### src/pkg/spb_regs.vh
// Register map, field positions and constants of the serial port block
`ifndef SPB_REGS_VH
`define SPB_REGS_VH
`define SPB_OFF_TXSC    8'h00
`define SPB_OFF_RXSC    8'h04
`define SPB_OFF_BAUDC   8'h08
`define SPB_OFF_DIVL    8'h0c
`define SPB_OFF_DIVH    8'h10
`define SPB_OFF_RXDATA  8'h14
`define SPB_TX_CMS      7
`define SPB_TX_NINE     6
`define SPB_TX_EN       5
`define SPB_TX_SYNC     4
`define SPB_TX_BRK      3
`define SPB_TX_HRS      2
`define SPB_TX_EMPTY    1
`define SPB_TX_D9       0
`define SPB_RX_PEN      7
`define SPB_RX_NINE     6
`define SPB_RX_SGL      5
`define SPB_RX_CONT     4
`define SPB_RX_ADET     3
`define SPB_RX_FRM      2
`define SPB_RX_OVR      1
`define SPB_RX_D9       0
`define SPB_BD_ABOVF    7
`define SPB_BD_IDLE     6
`define SPB_BD_POL      4
`define SPB_BD_WIDE     3
`define SPB_BD_WAKE     1
`define SPB_BD_ABEN     0
`define SPB_RST_TXSC    8'h02
`define SPB_RST_RXSC    8'h00
`define SPB_RST_BAUDC   8'h40
`define SPB_RST_DIV     8'h00
`define SPB_PRE_X64     2'h0
`define SPB_PRE_X16     2'h1
`define SPB_PRE_X4      2'h2
`define SPB_LAST_X64    6'h3f
`define SPB_LAST_X16    6'h0f
`define SPB_LAST_X4     6'h03
`endif

### src/logic/spb_baud_gen.v
// Baud timer with reload, restart and bit-rate prescaler
`timescale 1ns/1ns
`include "spb_regs.vh"
module spb_baud_gen #(
  parameter DIV_W = 16
) (
  input  wire             core_clk,
  input  wire             rst_n,
  input  wire             run,
  input  wire             restart,
  input  wire             wide,
  input  wire [1:0]       pre_sel,
  input  wire [DIV_W-1:0] div_val,
  output reg              timer_tick_r,
  output reg              bit_tick_r
);
  reg  [DIV_W-1:0] cnt_r;
  reg  [5:0]       pre_r;
  reg  [5:0]       pre_last;
  wire [DIV_W-1:0] reload;

  // Eight-bit mode uses only the low divisor byte
  assign reload = wide ? div_val : {{(DIV_W-8){1'b0}}, div_val[7:0]};

  always @* begin
    if (pre_sel == `SPB_PRE_X64) begin
      pre_last = `SPB_LAST_X64;
    end else if (pre_sel == `SPB_PRE_X16) begin
      pre_last = `SPB_LAST_X16;
    end else begin
      pre_last = `SPB_LAST_X4;
    end
  end

  always @(posedge core_clk) begin
    if (!rst_n || !run || restart) begin
      cnt_r        <= reload;
      pre_r        <= 6'h00;
      timer_tick_r <= 1'b0;
      bit_tick_r   <= 1'b0;
    end else if (cnt_r == {DIV_W{1'b0}}) begin
      cnt_r        <= reload;
      timer_tick_r <= 1'b1;
      if (pre_r == pre_last) begin
        pre_r      <= 6'h00;
        bit_tick_r <= 1'b1;
      end else begin
        pre_r      <= pre_r + 6'h01;
        bit_tick_r <= 1'b0;
      end
    end else begin
      cnt_r        <= cnt_r - {{(DIV_W-1){1'b0}}, 1'b1};
      timer_tick_r <= 1'b0;
      bit_tick_r   <= 1'b0;
    end
  end
endmodule // spb_baud_gen

### src/logic/spb_ctrl.v
// Serial port control/status registers, receive FIFO and baud generator
`timescale 1ns/1ns
`include "spb_regs.vh"
// Contract
// - Clock master only when synchronous and selected
// - Separate nine-bit selects, eight-bit after reset
// - Transmit enable; sync receive overrides transmit
// - Mode bit selects sync, resets async
// - Break request cleared on completion, async only
// - High-rate select used in async only
// - Shift register empty flag, reset one
// - Writable ninth transmit data bit
// - Port enable clear holds port reset
// - Single receive, sync master, self clearing
// - Continuous receive enables, overrides single receive
// - Address detect keeps ninth-bit-set characters only in async nine-bit mode
// - Framing error of top unread character
// - Overrun cleared by clearing continuous receive
// - Received ninth bit shown, no parity check
// - Auto-baud overflow flag in async mode
// - Receiver idle flag, reset one
// - Polarity inverts data or selects edge
// - Eight-bit timer default, sixteen when wide
// - Wake-up waits falling edge, sets flag, clears
// - Auto-baud enable cleared when detection completes
// - Divisor write restarts timer one cycle after the write
// - Baud divisor 64, 16 or 4 times n+1
// - Two-deep FIFO, third character overruns
module spb_ctrl #(
  parameter RX_DEPTH = 2,
  parameter PTR_W    = 1,
  parameter DIV_W    = 16
) (
  input  wire        core_clk,
  input  wire        rst_n,
  input  wire        psel,
  input  wire        penable,
  input  wire        pwrite,
  input  wire [7:0]  paddr,
  input  wire [31:0] pwdata,
  output reg  [31:0] prdata_r,
  output reg         pready_r,
  output reg         pslverr_r,
  input  wire        txsh_empty,
  input  wire        rx_busy,
  input  wire        rx_char_done,
  input  wire [7:0]  rx_char_data,
  input  wire        rx_char_ninth,
  input  wire        rx_char_frm,
  input  wire        break_done,
  input  wire        autobaud_done,
  input  wire        autobaud_ovf,
  input  wire        rx_pin,
  output reg         port_enable_r,
  output reg         sync_mode_r,
  output reg         clock_master_r,
  output reg         tx_active_r,
  output reg         rx_active_r,
  output reg         tx_nine_r,
  output reg         rx_nine_r,
  output reg         tx_ninth_r,
  output reg         break_pending_r,
  output reg         polarity_r,
  output reg         wake_armed_r,
  output reg         autobaud_armed_r,
  output reg         receive_interrupt_flag_r,
  output wire        timer_tick_r,
  output wire        bit_tick_r
);
  // Control bits
  reg        clock_master_select_r;
  reg        transmit_nine_bit_select_r;
  reg        transmit_enable_bit_r;
  reg        sync_bit_r;
  reg        break_request_r;
  reg        high_rate_select_r;
  reg        shift_register_empty_r;
  reg        transmit_ninth_data_r;
  reg        port_enable_bit_r;
  reg        receive_nine_bit_select_r;
  reg        single_receive_enable_r;
  reg        continuous_receive_enable_r;
  reg        address_detect_enable_r;
  reg        overrun_error_flag_r;
  reg        autobaud_overflow_flag_r;
  reg        receiver_idle_flag_r;
  reg        polarity_select_r;
  reg        wide_generator_select_r;
  reg        wakeup_enable_r;
  reg        autobaud_enable_r;
  reg        wake_flag_r;
  reg [7:0]  divisor_low_r;
  reg [7:0]  divisor_high_r;
  reg        div_restart_r;
  // Receive pin synchroniser
  reg        rx_meta_r;
  reg        rx_sync_r;
  reg        rx_prev_r;
  // Receive FIFO
  reg [9:0]       fifo_mem_r [0:RX_DEPTH-1];
  reg [PTR_W-1:0] wr_ptr_r;
  reg [PTR_W-1:0] rd_ptr_r;
  reg [PTR_W:0]   fifo_cnt_r;
  // Bus decode
  wire       setup_ph;
  wire       acc_done;
  wire       wr_en;
  wire       rd_en;
  reg        addr_hit;
  reg [7:0]  rd_byte;
  reg [7:0]  tx_rd;
  reg [7:0]  rx_rd;
  reg [7:0]  bd_rd;
  // Receive datapath
  wire       fifo_empty;
  wire       fifo_full;
  wire       single_act;
  wire       rx_on;
  wire       char_ok;
  wire       push;
  wire       pop;
  wire       overrun_set;
  wire       wake_edge;
  wire [9:0] head;
  wire [1:0] pre_sel;
  wire       wr_tx;
  wire       wr_rx;
  wire       wr_bd;
  wire       wr_div;
  wire [PTR_W:0] cnt_nxt;
  wire       wake_nxt;

  assign setup_ph = psel & ~penable;
  assign acc_done = psel & penable & pready_r;
  assign wr_en    = acc_done & pwrite;
  assign rd_en    = acc_done & ~pwrite;
  assign wr_tx    = wr_en & (paddr == `SPB_OFF_TXSC);
  assign wr_rx    = wr_en & (paddr == `SPB_OFF_RXSC);
  assign wr_bd    = wr_en & (paddr == `SPB_OFF_BAUDC);
  assign wr_div   = wr_en & ((paddr == `SPB_OFF_DIVL) |
                             (paddr == `SPB_OFF_DIVH));

  assign fifo_empty = (fifo_cnt_r == {(PTR_W+1){1'b0}});
  assign fifo_full  = (fifo_cnt_r == RX_DEPTH[PTR_W:0]);
  assign head       = fifo_mem_r[rd_ptr_r];
  // Continuous receive wins over single receive
  assign single_act = sync_bit_r & clock_master_select_r &
                      single_receive_enable_r &
                      ~continuous_receive_enable_r;
  assign rx_on      = port_enable_bit_r &
                      (continuous_receive_enable_r | single_act);
  assign char_ok    = sync_bit_r | ~receive_nine_bit_select_r |
                      ~address_detect_enable_r | rx_char_ninth;
  assign push       = rx_char_done & rx_on & char_ok &
                      ~overrun_error_flag_r & ~fifo_full;
  assign overrun_set = rx_char_done & rx_on & char_ok & fifo_full;
  assign pop        = rd_en & (paddr == `SPB_OFF_RXDATA) &
                      ~fifo_empty;
  assign wake_edge  = port_enable_bit_r & ~sync_bit_r & wakeup_enable_r &
                      rx_prev_r & ~rx_sync_r;
  assign cnt_nxt    = fifo_cnt_r + {{PTR_W{1'b0}}, push} -
                      {{PTR_W{1'b0}}, pop};
  assign wake_nxt   = port_enable_bit_r &
                      (wake_edge | (wake_flag_r & ~(rd_en &
                       (paddr == `SPB_OFF_RXDATA))));
  // Multiplier: 64, 16 or 4 depending on mode, width and high rate
  assign pre_sel = sync_bit_r ? `SPB_PRE_X4 :
                   (wide_generator_select_r & high_rate_select_r) ?
                   `SPB_PRE_X4 :
                   (wide_generator_select_r | high_rate_select_r) ?
                   `SPB_PRE_X16 : `SPB_PRE_X64;

  // Register readback
  always @* begin
    tx_rd = 8'h00;
    tx_rd[`SPB_TX_CMS]   = clock_master_select_r;
    tx_rd[`SPB_TX_NINE]  = transmit_nine_bit_select_r;
    tx_rd[`SPB_TX_EN]    = transmit_enable_bit_r;
    tx_rd[`SPB_TX_SYNC]  = sync_bit_r;
    tx_rd[`SPB_TX_BRK]   = break_request_r;
    tx_rd[`SPB_TX_HRS]   = high_rate_select_r;
    tx_rd[`SPB_TX_EMPTY] = shift_register_empty_r;
    tx_rd[`SPB_TX_D9]    = transmit_ninth_data_r;
    rx_rd = 8'h00;
    rx_rd[`SPB_RX_PEN]   = port_enable_bit_r;
    rx_rd[`SPB_RX_NINE]  = receive_nine_bit_select_r;
    rx_rd[`SPB_RX_SGL]   = single_receive_enable_r;
    rx_rd[`SPB_RX_CONT]  = continuous_receive_enable_r;
    rx_rd[`SPB_RX_ADET]  = address_detect_enable_r;
    rx_rd[`SPB_RX_FRM]   = ~fifo_empty & head[9];
    rx_rd[`SPB_RX_OVR]   = overrun_error_flag_r;
    rx_rd[`SPB_RX_D9]    = ~fifo_empty & head[8];
    bd_rd = 8'h00;
    bd_rd[`SPB_BD_ABOVF]  = autobaud_overflow_flag_r;
    bd_rd[`SPB_BD_IDLE]   = receiver_idle_flag_r;
    bd_rd[`SPB_BD_POL]    = polarity_select_r;
    bd_rd[`SPB_BD_WIDE]   = wide_generator_select_r;
    bd_rd[`SPB_BD_WAKE]   = wakeup_enable_r;
    bd_rd[`SPB_BD_ABEN]   = autobaud_enable_r;
  end

  always @* begin
    addr_hit = 1'b1;
    rd_byte  = 8'h00;
    if (paddr == `SPB_OFF_TXSC) begin
      rd_byte = tx_rd;
    end else if (paddr == `SPB_OFF_RXSC) begin
      rd_byte = rx_rd;
    end else if (paddr == `SPB_OFF_BAUDC) begin
      rd_byte = bd_rd;
    end else if (paddr == `SPB_OFF_DIVL) begin
      rd_byte = divisor_low_r;
    end else if (paddr == `SPB_OFF_DIVH) begin
      rd_byte = divisor_high_r;
    end else if (paddr == `SPB_OFF_RXDATA) begin
      rd_byte = fifo_empty ? 8'h00 : head[7:0];
    end else begin
      addr_hit = 1'b0;
    end
  end

  // APB slave: one wait-free access phase, answer sampled at setup
  always @(posedge core_clk) begin
    if (!rst_n) begin
      pready_r  <= 1'b0;
      pslverr_r <= 1'b0;
      prdata_r  <= 32'h0000_0000;
    end else begin
      pready_r  <= setup_ph;
      pslverr_r <= setup_ph & ~addr_hit;
      if (setup_ph && !pwrite) begin
        prdata_r <= {24'h00_0000, rd_byte};
      end
    end
  end

  // Transmit status and control
  always @(posedge core_clk) begin
    if (!rst_n) begin
      clock_master_select_r      <= 1'b0;
      transmit_nine_bit_select_r <= 1'b0;
      transmit_enable_bit_r      <= 1'b0;
      sync_bit_r                 <= 1'b0;
      break_request_r            <= 1'b0;
      high_rate_select_r         <= 1'b0;
      transmit_ninth_data_r      <= 1'b0;
      shift_register_empty_r     <= 1'b1;
    end else begin
      shift_register_empty_r <= ~port_enable_bit_r | txsh_empty;
      if (wr_tx) begin
        clock_master_select_r      <= pwdata[`SPB_TX_CMS];
        transmit_nine_bit_select_r <= pwdata[`SPB_TX_NINE];
        transmit_enable_bit_r      <= pwdata[`SPB_TX_EN];
        sync_bit_r                 <= pwdata[`SPB_TX_SYNC];
        high_rate_select_r         <= pwdata[`SPB_TX_HRS];
        transmit_ninth_data_r      <= pwdata[`SPB_TX_D9];
      end
      // A fresh request written with the completion keeps standing
      if (wr_tx && pwdata[`SPB_TX_BRK]) begin
        break_request_r <= 1'b1;
      end else if (!port_enable_bit_r || break_done) begin
        break_request_r <= 1'b0;
      end else if (wr_tx) begin
        break_request_r <= 1'b0;
      end
    end
  end

  // Receive status and control
  always @(posedge core_clk) begin
    if (!rst_n) begin
      port_enable_bit_r           <= 1'b0;
      receive_nine_bit_select_r   <= 1'b0;
      single_receive_enable_r     <= 1'b0;
      continuous_receive_enable_r <= 1'b0;
      address_detect_enable_r     <= 1'b0;
      overrun_error_flag_r        <= 1'b0;
    end else begin
      if (wr_rx) begin
        port_enable_bit_r           <= pwdata[`SPB_RX_PEN];
        receive_nine_bit_select_r   <= pwdata[`SPB_RX_NINE];
        continuous_receive_enable_r <= pwdata[`SPB_RX_CONT];
        address_detect_enable_r     <= pwdata[`SPB_RX_ADET];
      end
      if (wr_rx) begin
        single_receive_enable_r <= pwdata[`SPB_RX_SGL];
      end else if (single_act && rx_char_done) begin
        single_receive_enable_r <= 1'b0;
      end
      if (overrun_set) begin
        overrun_error_flag_r <= 1'b1;
      end else if (!port_enable_bit_r ||
                   (wr_rx && !pwdata[`SPB_RX_CONT])) begin
        overrun_error_flag_r <= 1'b0;
      end
    end
  end

  // Baud control and divisors
  always @(posedge core_clk) begin
    if (!rst_n) begin
      polarity_select_r        <= 1'b0;
      wide_generator_select_r  <= 1'b0;
      wakeup_enable_r          <= 1'b0;
      autobaud_enable_r        <= 1'b0;
      autobaud_overflow_flag_r <= 1'b0;
      receiver_idle_flag_r     <= 1'b1;
      divisor_low_r            <= `SPB_RST_DIV;
      divisor_high_r           <= `SPB_RST_DIV;
      div_restart_r            <= 1'b0;
    end else begin
      if (wr_bd) begin
        polarity_select_r       <= pwdata[`SPB_BD_POL];
        wide_generator_select_r <= pwdata[`SPB_BD_WIDE];
      end
      if (wr_bd && pwdata[`SPB_BD_WAKE]) begin
        wakeup_enable_r <= 1'b1;
      end else if (wake_edge || !port_enable_bit_r || wr_bd) begin
        wakeup_enable_r <= 1'b0;
      end
      if (wr_bd && pwdata[`SPB_BD_ABEN]) begin
        autobaud_enable_r <= 1'b1;
      end else if (!port_enable_bit_r || wr_bd ||
                   (autobaud_done && !sync_bit_r)) begin
        autobaud_enable_r <= 1'b0;
      end
      if (port_enable_bit_r && !sync_bit_r && autobaud_ovf) begin
        autobaud_overflow_flag_r <= 1'b1;
      end else if (!port_enable_bit_r ||
                   (wr_bd && pwdata[`SPB_BD_ABEN])) begin
        autobaud_overflow_flag_r <= 1'b0;
      end
      receiver_idle_flag_r <= ~(port_enable_bit_r & ~sync_bit_r &
                                rx_busy);
      if (wr_en && (paddr == `SPB_OFF_DIVL)) begin
        divisor_low_r <= pwdata[7:0];
      end
      if (wr_en && (paddr == `SPB_OFF_DIVH)) begin
        divisor_high_r <= pwdata[7:0];
      end
      div_restart_r <= wr_div;
    end
  end

  // Receive pin synchroniser for wake-up edge detection
  always @(posedge core_clk) begin
    if (!rst_n) begin
      rx_meta_r <= 1'b1;
      rx_sync_r <= 1'b1;
      rx_prev_r <= 1'b1;
    end else begin
      rx_meta_r <= rx_pin;
      rx_sync_r <= rx_meta_r;
      rx_prev_r <= rx_sync_r;
    end
  end

  // Receive FIFO pointers; a cleared port enable empties it
  always @(posedge core_clk) begin
    if (!rst_n || !port_enable_bit_r) begin
      wr_ptr_r   <= {PTR_W{1'b0}};
      rd_ptr_r   <= {PTR_W{1'b0}};
      fifo_cnt_r <= {(PTR_W+1){1'b0}};
      wake_flag_r <= 1'b0;
    end else begin
      if (push) begin
        wr_ptr_r <= (wr_ptr_r == RX_DEPTH[PTR_W-1:0] - 1'b1) ?
                    {PTR_W{1'b0}} : wr_ptr_r + 1'b1;
      end
      if (pop) begin
        rd_ptr_r <= (rd_ptr_r == RX_DEPTH[PTR_W-1:0] - 1'b1) ?
                    {PTR_W{1'b0}} : rd_ptr_r + 1'b1;
      end
      fifo_cnt_r  <= cnt_nxt;
      wake_flag_r <= wake_nxt;
    end
  end

  genvar gi;
  generate
    for (gi = 0; gi < RX_DEPTH; gi = gi + 1) begin : g_fifo
      always @(posedge core_clk) begin
        if (!rst_n) begin
          fifo_mem_r[gi] <= 10'h000;
        end else if (push && (wr_ptr_r == gi)) begin
          // Framing error and ninth bit travel with their character
          fifo_mem_r[gi] <= {rx_char_frm, rx_char_ninth,
                             rx_char_data};
        end
      end
    end
  endgenerate

  // Effective controls towards the shift datapaths
  always @(posedge core_clk) begin
    if (!rst_n) begin
      port_enable_r            <= 1'b0;
      sync_mode_r              <= 1'b0;
      clock_master_r           <= 1'b0;
      tx_active_r              <= 1'b0;
      rx_active_r              <= 1'b0;
      tx_nine_r                <= 1'b0;
      rx_nine_r                <= 1'b0;
      tx_ninth_r               <= 1'b0;
      break_pending_r          <= 1'b0;
      polarity_r               <= 1'b0;
      wake_armed_r             <= 1'b0;
      autobaud_armed_r         <= 1'b0;
      receive_interrupt_flag_r <= 1'b0;
    end else begin
      port_enable_r  <= port_enable_bit_r;
      sync_mode_r    <= sync_bit_r;
      clock_master_r <= port_enable_bit_r & sync_bit_r &
                        clock_master_select_r;
      tx_active_r    <= port_enable_bit_r & transmit_enable_bit_r &
                        ~(sync_bit_r & (single_receive_enable_r |
                          continuous_receive_enable_r));
      rx_active_r    <= rx_on & ~overrun_error_flag_r &
                        ~(wakeup_enable_r & ~sync_bit_r);
      tx_nine_r      <= transmit_nine_bit_select_r;
      rx_nine_r      <= receive_nine_bit_select_r;
      tx_ninth_r     <= transmit_ninth_data_r;
      break_pending_r <= port_enable_bit_r & ~sync_bit_r &
                         break_request_r;
      polarity_r     <= polarity_select_r;
      wake_armed_r   <= port_enable_bit_r & ~sync_bit_r &
                        wakeup_enable_r;
      autobaud_armed_r <= port_enable_bit_r & ~sync_bit_r &
                          autobaud_enable_r;
      receive_interrupt_flag_r <= (cnt_nxt != {(PTR_W+1){1'b0}}) |
                                  wake_nxt;
    end
  end

  spb_baud_gen #(
    .DIV_W (DIV_W)
  ) u_baud (
    .core_clk     (core_clk),
    .rst_n        (rst_n),
    .run          (port_enable_bit_r),
    .restart      (div_restart_r),
    .wide         (wide_generator_select_r),
    .pre_sel      (pre_sel),
    .div_val      ({divisor_high_r, divisor_low_r}),
    .timer_tick_r (timer_tick_r),
    .bit_tick_r   (bit_tick_r)
  );
endmodule // spb_ctrl

### config.mk
export PLATFORM = sky130hd
export DESIGN_NAME = spb_ctrl
export DESIGN_NICKNAME = d
export VERILOG_FILES = /design/src/logic/spb_baud_gen.v /design/src/logic/spb_ctrl.v
export VERILOG_INCLUDE_DIRS = /design/src /design/src/pkg
export SDC_FILE = /design/constraint.sdc
export NUM_CORES = 1
export LEC_CHECK = 0
export BUFFER_PORTS_ARGS = -buffer_cell sky130_fd_sc_hd__buf_4
export CELL_PAD_IN_SITES_DETAIL_PLACEMENT = 1
export CELL_PAD_IN_SITES_GLOBAL_PLACEMENT = 1
export CORE_MARGIN = 2
export CORE_UTILIZATION = 43
export CTS_BUF_LIST = sky130_fd_sc_hd__clkbuf_8
export DETAILED_ROUTE_END_ITERATION = 12
export PLACE_DENSITY = 0.94
export SLEW_MARGIN = 20
export SYNTH_ARGS = -nofsm -noshare
export SYNTH_HDL_FRONTEND = slang
export SYNTH_SLANG_ARGS = --single-unit
export TNS_END_PERCENT = 20
### constraint.sdc
create_clock -name core_clk -period 3.45 [get_ports core_clk]
set_input_delay 0.345 -clock core_clk [delete_from_list [all_inputs] [get_ports core_clk]]
set_output_delay 0.345 -clock core_clk [all_outputs]
set_load 0.05 [all_outputs]
* Yosys cells after proc, flatten, opt, wreduce, memory -nomap -nowiden *
Memory sizes are Yosys's and may differ from the RTL's. A register that Yosys moved wholly into a read port is not among the register bits.
Cells that the tools add are included.
W data, S select, Z words.

operators by class
  $add $sub $neg = 6
  equality and inequality tests = 8
  mux-type cells = 50
  bitwise logic cells = 71
  reductions and logical operators = 39

operator list
  cell                     number
  $mux W8                  7
  $mux W16                 3
  $and A1 B1 Y1            41
  $mux W1                  33
  $mux W10                 2
  $not A1 Y1               18
  $eq A8 B4 Y1 const B     2
  $eq A8 B5 Y1 const B     2
  $logic_not A16 Y1        1
  $sub A16 B1 Y16 const B  1
  $logic_and A1 B1 Y1      13
  $mux W6                  2
  $or A1 B1 Y1             12
  $reduce_bool A2 Y1       6
  $logic_or A1 B1 Y1       9
  $eq A8 B3 Y1 const B     1
  $logic_not A8 Y1         1
  $add A6 B1 Y6 const B    1
  $eq A6 B6 Y1             1
  $logic_not A1 Y1         5
  $logic_not A2 Y1         2
  $mux W2                  2
  $mux W4                  1
  $reduce_bool A3 Y1       1
  6 further kinds          7

word-level totals
  bits in registers = 92
  RAM bits = 20
  input port bits = 62
  output and inout port bits = 49
  word-level logic and storage cells = 225
  memories kept = 1

memories
  name        words  width  rd ports  clocked after memory_dff  wr ports  RTL line        text
  fifo_mem_r  2      10     1         1                         2         spb_ctrl.v:100  reg [9:0] fifo_mem_r [0:RX_DEPTH-1];

* Logic depth before layout (Yosys ltp) *
  depth in word-level cells = 14
  gate-level depth with buffers = 12
  mapped depth without buffers = 10

* Cells and area by module *
A second synthesis with hierarchy kept.

unflattened totals
  cells, all modules = 565
  area, all modules = 5330.1 um^2

modules (own cells, without submodules)
  module        instances  cells an instance  area an instance (um^2)  sequential area each (um^2)
  spb_ctrl      1          424                4108.9                   1981.9
  spb_baud_gen  1          141                1221.2                   480.5

* Worst setup path after synthesis *
OpenSTA, ideal clock, no wires.

  path kind = input -> register
  start point = input port paddr[3]
  end point = register receive_interrupt_flag_r
  library setup time = 0.120 ns
  data arrival time = 2.392 ns
  data required time = 3.330 ns
  slack = 0.938 ns
  cell stages on the path = 12
  cell sequence = buf_2 > nor4b_2 > o21ai_1 > buf_2 > nor4_4 > ha_1 > inv_1 > ha_1 > xor2_1 > xnor2_1 > a21oi_1 > or2_1

on the way
  elaborated cells between the ends (all ways) = 10
  those cells by class = add/sub (1); eq/ne (1); bitwise (7); reduce/logical (1)

RTL lines
  element                        RTL line        text
  start, declared                spb_ctrl.v:39   input wire [7:0] paddr,
  $eq A8 B5 Y1 (no source line)  n/a
  $and A1 B1 Y1 (2 in series)    spb_ctrl.v:157  assign pop = rd_en & (paddr == `SPB_OFF_RXDATA) &
  via pop                        spb_ctrl.v:121  wire pop;
  $sub A2 B1 Y2                  spb_ctrl.v:161  assign cnt_nxt = fifo_cnt_r + {{PTR_W{1'b0}}, push} -
  $reduce_bool A2 Y1             spb_ctrl.v:430  receive_interrupt_flag_r <= (cnt_nxt != {(PTR_W+1){1'b0}}) |
  $or A1 B1 Y1                   spb_ctrl.v:430
  end signal, assigned           spb_ctrl.v:430
  end, declared                  spb_ctrl.v:66   output reg receive_interrupt_flag_r,

The timed path passes the listed nets, and every way through them passes these cells.
A chain may end at the register's enable or synchronous reset.

* Worst setup path in the final report *
  start point = register sync_bit_r
  end point = register receive_interrupt_flag_r

on the way
  word-level cells in the longest chain between the ends = 13
  elaborated cells between the ends (all ways) = 23
  those cells by class = add/sub (2); bitwise (20); reduce/logical (1)

ends and longest elaborated chain
  element                      RTL line        text
  start, declared              spb_ctrl.v:74   reg sync_bit_r;
  start signal, assigned       spb_ctrl.v:254  sync_bit_r <= pwdata[`SPB_TX_SYNC];
  $and A1 B1 Y1 (2 in series)  spb_ctrl.v:147  assign single_act = sync_bit_r & clock_master_select_r &
  $and A1 B1 Y1                spb_ctrl.v:148  single_receive_enable_r &
  $or A1 B1 Y1                 spb_ctrl.v:151  (continuous_receive_enable_r | single_act);
  $and A1 B1 Y1                spb_ctrl.v:150  assign rx_on = port_enable_bit_r &
  $and A1 B1 Y1 (3 in series)  spb_ctrl.v:154  assign push = rx_char_done & rx_on & char_ok &
  $and A1 B1 Y1                spb_ctrl.v:155  ~overrun_error_flag_r & ~fifo_full;
  $add A2 B1 Y2                spb_ctrl.v:161
  $sub A2 B1 Y2                spb_ctrl.v:161
  $reduce_bool A2 Y1           spb_ctrl.v:430
  $or A1 B1 Y1 (*)             spb_ctrl.v:430

Every way passes the cells marked *; elsewhere a longest branch is shown, timed or not.

==> flow_metrics.py <==
metrics = {
    "sta": {
        "setup-violations-final": 0,
        "period_share_pct": 85.5,
        "fin_ws_ns": 0.499,
        "fin_crit_ns": 2.95,
        "final.setup_skew_ns": 0.0102,
        "rsz0062_at_grt": "no",
        "timing.fmax_mhz": 339,
        "maxSlewViolCount": 0,
        "final.setup.tns_ns": 0,
        "slew_headroom_pct": 44.9,
        "hold_viol": 0,
        "worst_pin_slew_ns": 0.826,
    },
    "global_route": {
        "grt_usage_pct": 25.0,
        "grt_pass1_vias": 4840,
        "grt_first_pass_wirelength_um": 24900,
        "met1_usage_pct": 28.5,
        "use_met2_pct": 43.6,
        "antenna_found_initial": 0,
        "grt-busiest-layer": "met2",
        "grt_max_degree": 47,
        "overflow": 0,
        "gr-usage-met3_pct": 6.22,
    },
    "setup_path": {
        "endpoint_kind": "flip-flop",
        "critPathSlowestCell": "dfxtp_1",
        "cp_slowest_stage_delay_ns": 0.57,
        "critPathRequiredTime_ns": 3.78,
        "cp.arrival_ns": 3.28,
        "crit_type": "reg -> reg",
        "crit_start": "sync_bit_r",
        "crit_buf_inv": 2,
        "cp_num_cells": 11,
        "crit_end": "receive_interrupt_flag_r",
        "critical_path.top_delay_family": "compound AO/OA/AOI/OAI gates",
        "path_max_fanout": 14,
        "rr_worst_depth": 11,
        "startpoint_type": "flip-flop",
        "rrSetupSlack_ns": 0.50,
        "timing.rr.start": "sync_bit_r",
        "path_common_cell": "ha_1",
        "reg2reg_to": "receive_interrupt_flag_r",
        "cp_cell_sequence": "a31oi_1 -> a311oi_1 -> nand2_1 -> buf_4 -> ha_1 -> inv_1 -> ha_1 -> xor2_1 -> xnor2_1 -> a21oi_1 -> or2_1",
    },
    "detailed_routing": {
        "vias": 4596,
        "via_per_inst": 5.87,
        "wl_per_cell_um": 19.7,
        "drt_pre_antenna_iters": 5,
        "drtAntennaViolNets": 0,
        "wl_um": 15400,
        "drtIter0Drc": 429,
        "drcViolationCount": 0,
    },
    "synthesis": {
        "yosys-top-cells-area": "dfxtp_1 (36%), edfxtp_1 (12%), mux2i_1 (6.5%), nor2_1 (5.0%), buf_4 (3.5%)",
        "synth_cells": 561,
        "syn-cell-area_um2": 5200,
        "avgSynthCellArea_um2": 9.26,
        "synth-seq-area-share_pct": 47.4,
        "ys_ff_latch": 113,
        "ys.flop_type": "dfxtp_1",
        "synth_warnings": 0,
        "ys_types": 66,
        "async_flop_share_pct": 0,
        "synth_top_area_share_pct": 35.8,
        "synth_top_area_cell": "dfxtp_1",
        "synth_edf_count": 20,
    },
    "floorplan": {
        "start_util_pct": 43.6,
        "die_w_um": 114,
        "placementRows": 40,
        "die_h_um": 114,
        "dieArea_um2": 13000,
        "ioPinCount": 111,
        "core_area_um2": 11900,
    },
    "final_layout": {
        "final_cells": 783,
        "fillers": 1408,
        "antennaDiodeCount": 0,
        "seq_area_um2": 2460,
        "layout.nets": 690,
        "syn_to_final_growth_pct": 17.7,
        "drive_gt1_share_pct": 19.0,
        "final_common_cell": "dfxtp_1",
        "final_area_um2": 6120,
        "multi_input_area_um2": 2450,
        "mostFrequentLayoutCells": "dfxtp_1 (93), nor2_1 (69), buf_4 (69), nand2_1 (42), mux2i_1 (34)",
    },
    "cts": {
        "cts_tree": "yes",
        "cts_resized": 0,
        "post_cts_buffers": 0,
        "clock_latency_ns": 0.45,
        "cts.sinks": 113,
        "clkTransAtPathRegs_ns": 0.07,
        "cts_buffers": 17,
        "holdBufCountCts": 0,
        "h-tree-depth": 4,
        "cts_buffer_depth": 2,
        "cts_root_buf": "clkbuf_8",
    },
    "run_status": {
        "outcome": "completed",
    },
    "power": {
        "p_total_mw": 2.84,
        "vdd_drop_max_uv": 292,
        "powerDensity_nw_per_um2": 464,
        "p_leak_nw": 2.49,
    },
    "place": {
        "place.gp.congestion": 0.917,
        "pre_cts_slack_ns": 0.552,
        "portBuffers": 62,
        "dpl-instance-area_um2": 5700,
        "dp_cells": 751,
        "post-dp-hpwl_um": 11200,
    },
    "worst_hold_path": {
        "hold_class": "in -> reg",
    },
    "flow_run": {
        "drv_cap": 0,
    },
}
## cells by family after synthesis
family	after synthesis	synth area share, %
flip-flops	113	47.4
XOR/XNOR	15	2.53
adder cells (fa/ha/maj)	5	1.20
buffers and inverters	71	7.10
other	1	0.0722
AO/OA/AOI/OAI	100	12.2
AND/OR/NAND/NOR	221	22.8
multiplexers	35	6.76
## how the worst min path moves through the flow
stage / start / to / slack (ns) / cells after the start
after floorplan: rx_meta_r / rx_sync_r / 0.39 / 1
after global placement: rx_meta_r / rx_sync_r / 0.39 / 1
after detailed placement: rx_meta_r / rx_sync_r / 0.42 / 1
after CTS: rx_pin / rx_meta_r / 0.07 / 2
after global routing: rx_busy / receiver_idle_flag_r / 0.06 / 2
final: rx_pin / rx_meta_r / 0.08 / 2
## Yosys cell counts (all sizes together) (5+ instances only)
cell type  number
dfxtp          93
nor2           71
nand2          43
buf            36
mux2i          34
o21ai          29
a21oi          28
nor4           21
edfxtp         20
inv            20
nor3           16
nand3          15
clkbuf         13
xnor2          13
and2           12
a31oi           8
nand2b          6
nand4           6
or3             6
ha              5
## metrics by stage
stage | util, % | hold slack (ns)
finish | 51.4 | 0.0835
global route | 51.4 | 0.0622
CTS | 51.4 | 0.0663
detailed placement | 47.8 | 0.416
global placement | 47.8 | 0.389
floorplan | - | 0.386
## area by class of cell
class	instances	share of cell area, %
clock inverter	9	1.68
inverter	22	1.35
tap	147	3.01
sequential	113	40.2
multi-input combinational	400	40.1
clock buffer	23	5.17
timing repair buffer	69	8.47
## per-layer routing
| metal | vias up | share of wire (%) |
|---|---|---|
| met1 | 2247 | 39 |
| met3 | 55 | 7.3 |
| li1 | 2088 | - |
| met2 | 206 | 51 |
| met5 | - | 0 |
| met4 | 0 | 3.5 |
## where the power goes
group	leakage, nW	switching (mW)	internal, mW
sequential	0.948	0.00536	1.35
combinational	1.33	0.138	0.0466
clock	0.210	0.543	0.751
total	2.49	0.686	2.15
## sequential cells by signal, indices dropped and copies added (netlist names), 2 cells and up, named ones only
signal          count
fifo_cnt_r          2
divisor_low_r       8
u_baud.pre_r        6
prdata_r            8
fifo_mem_r         20
divisor_high_r      8
u_baud.cnt_r       16
(Power assumes the default switching activity.)
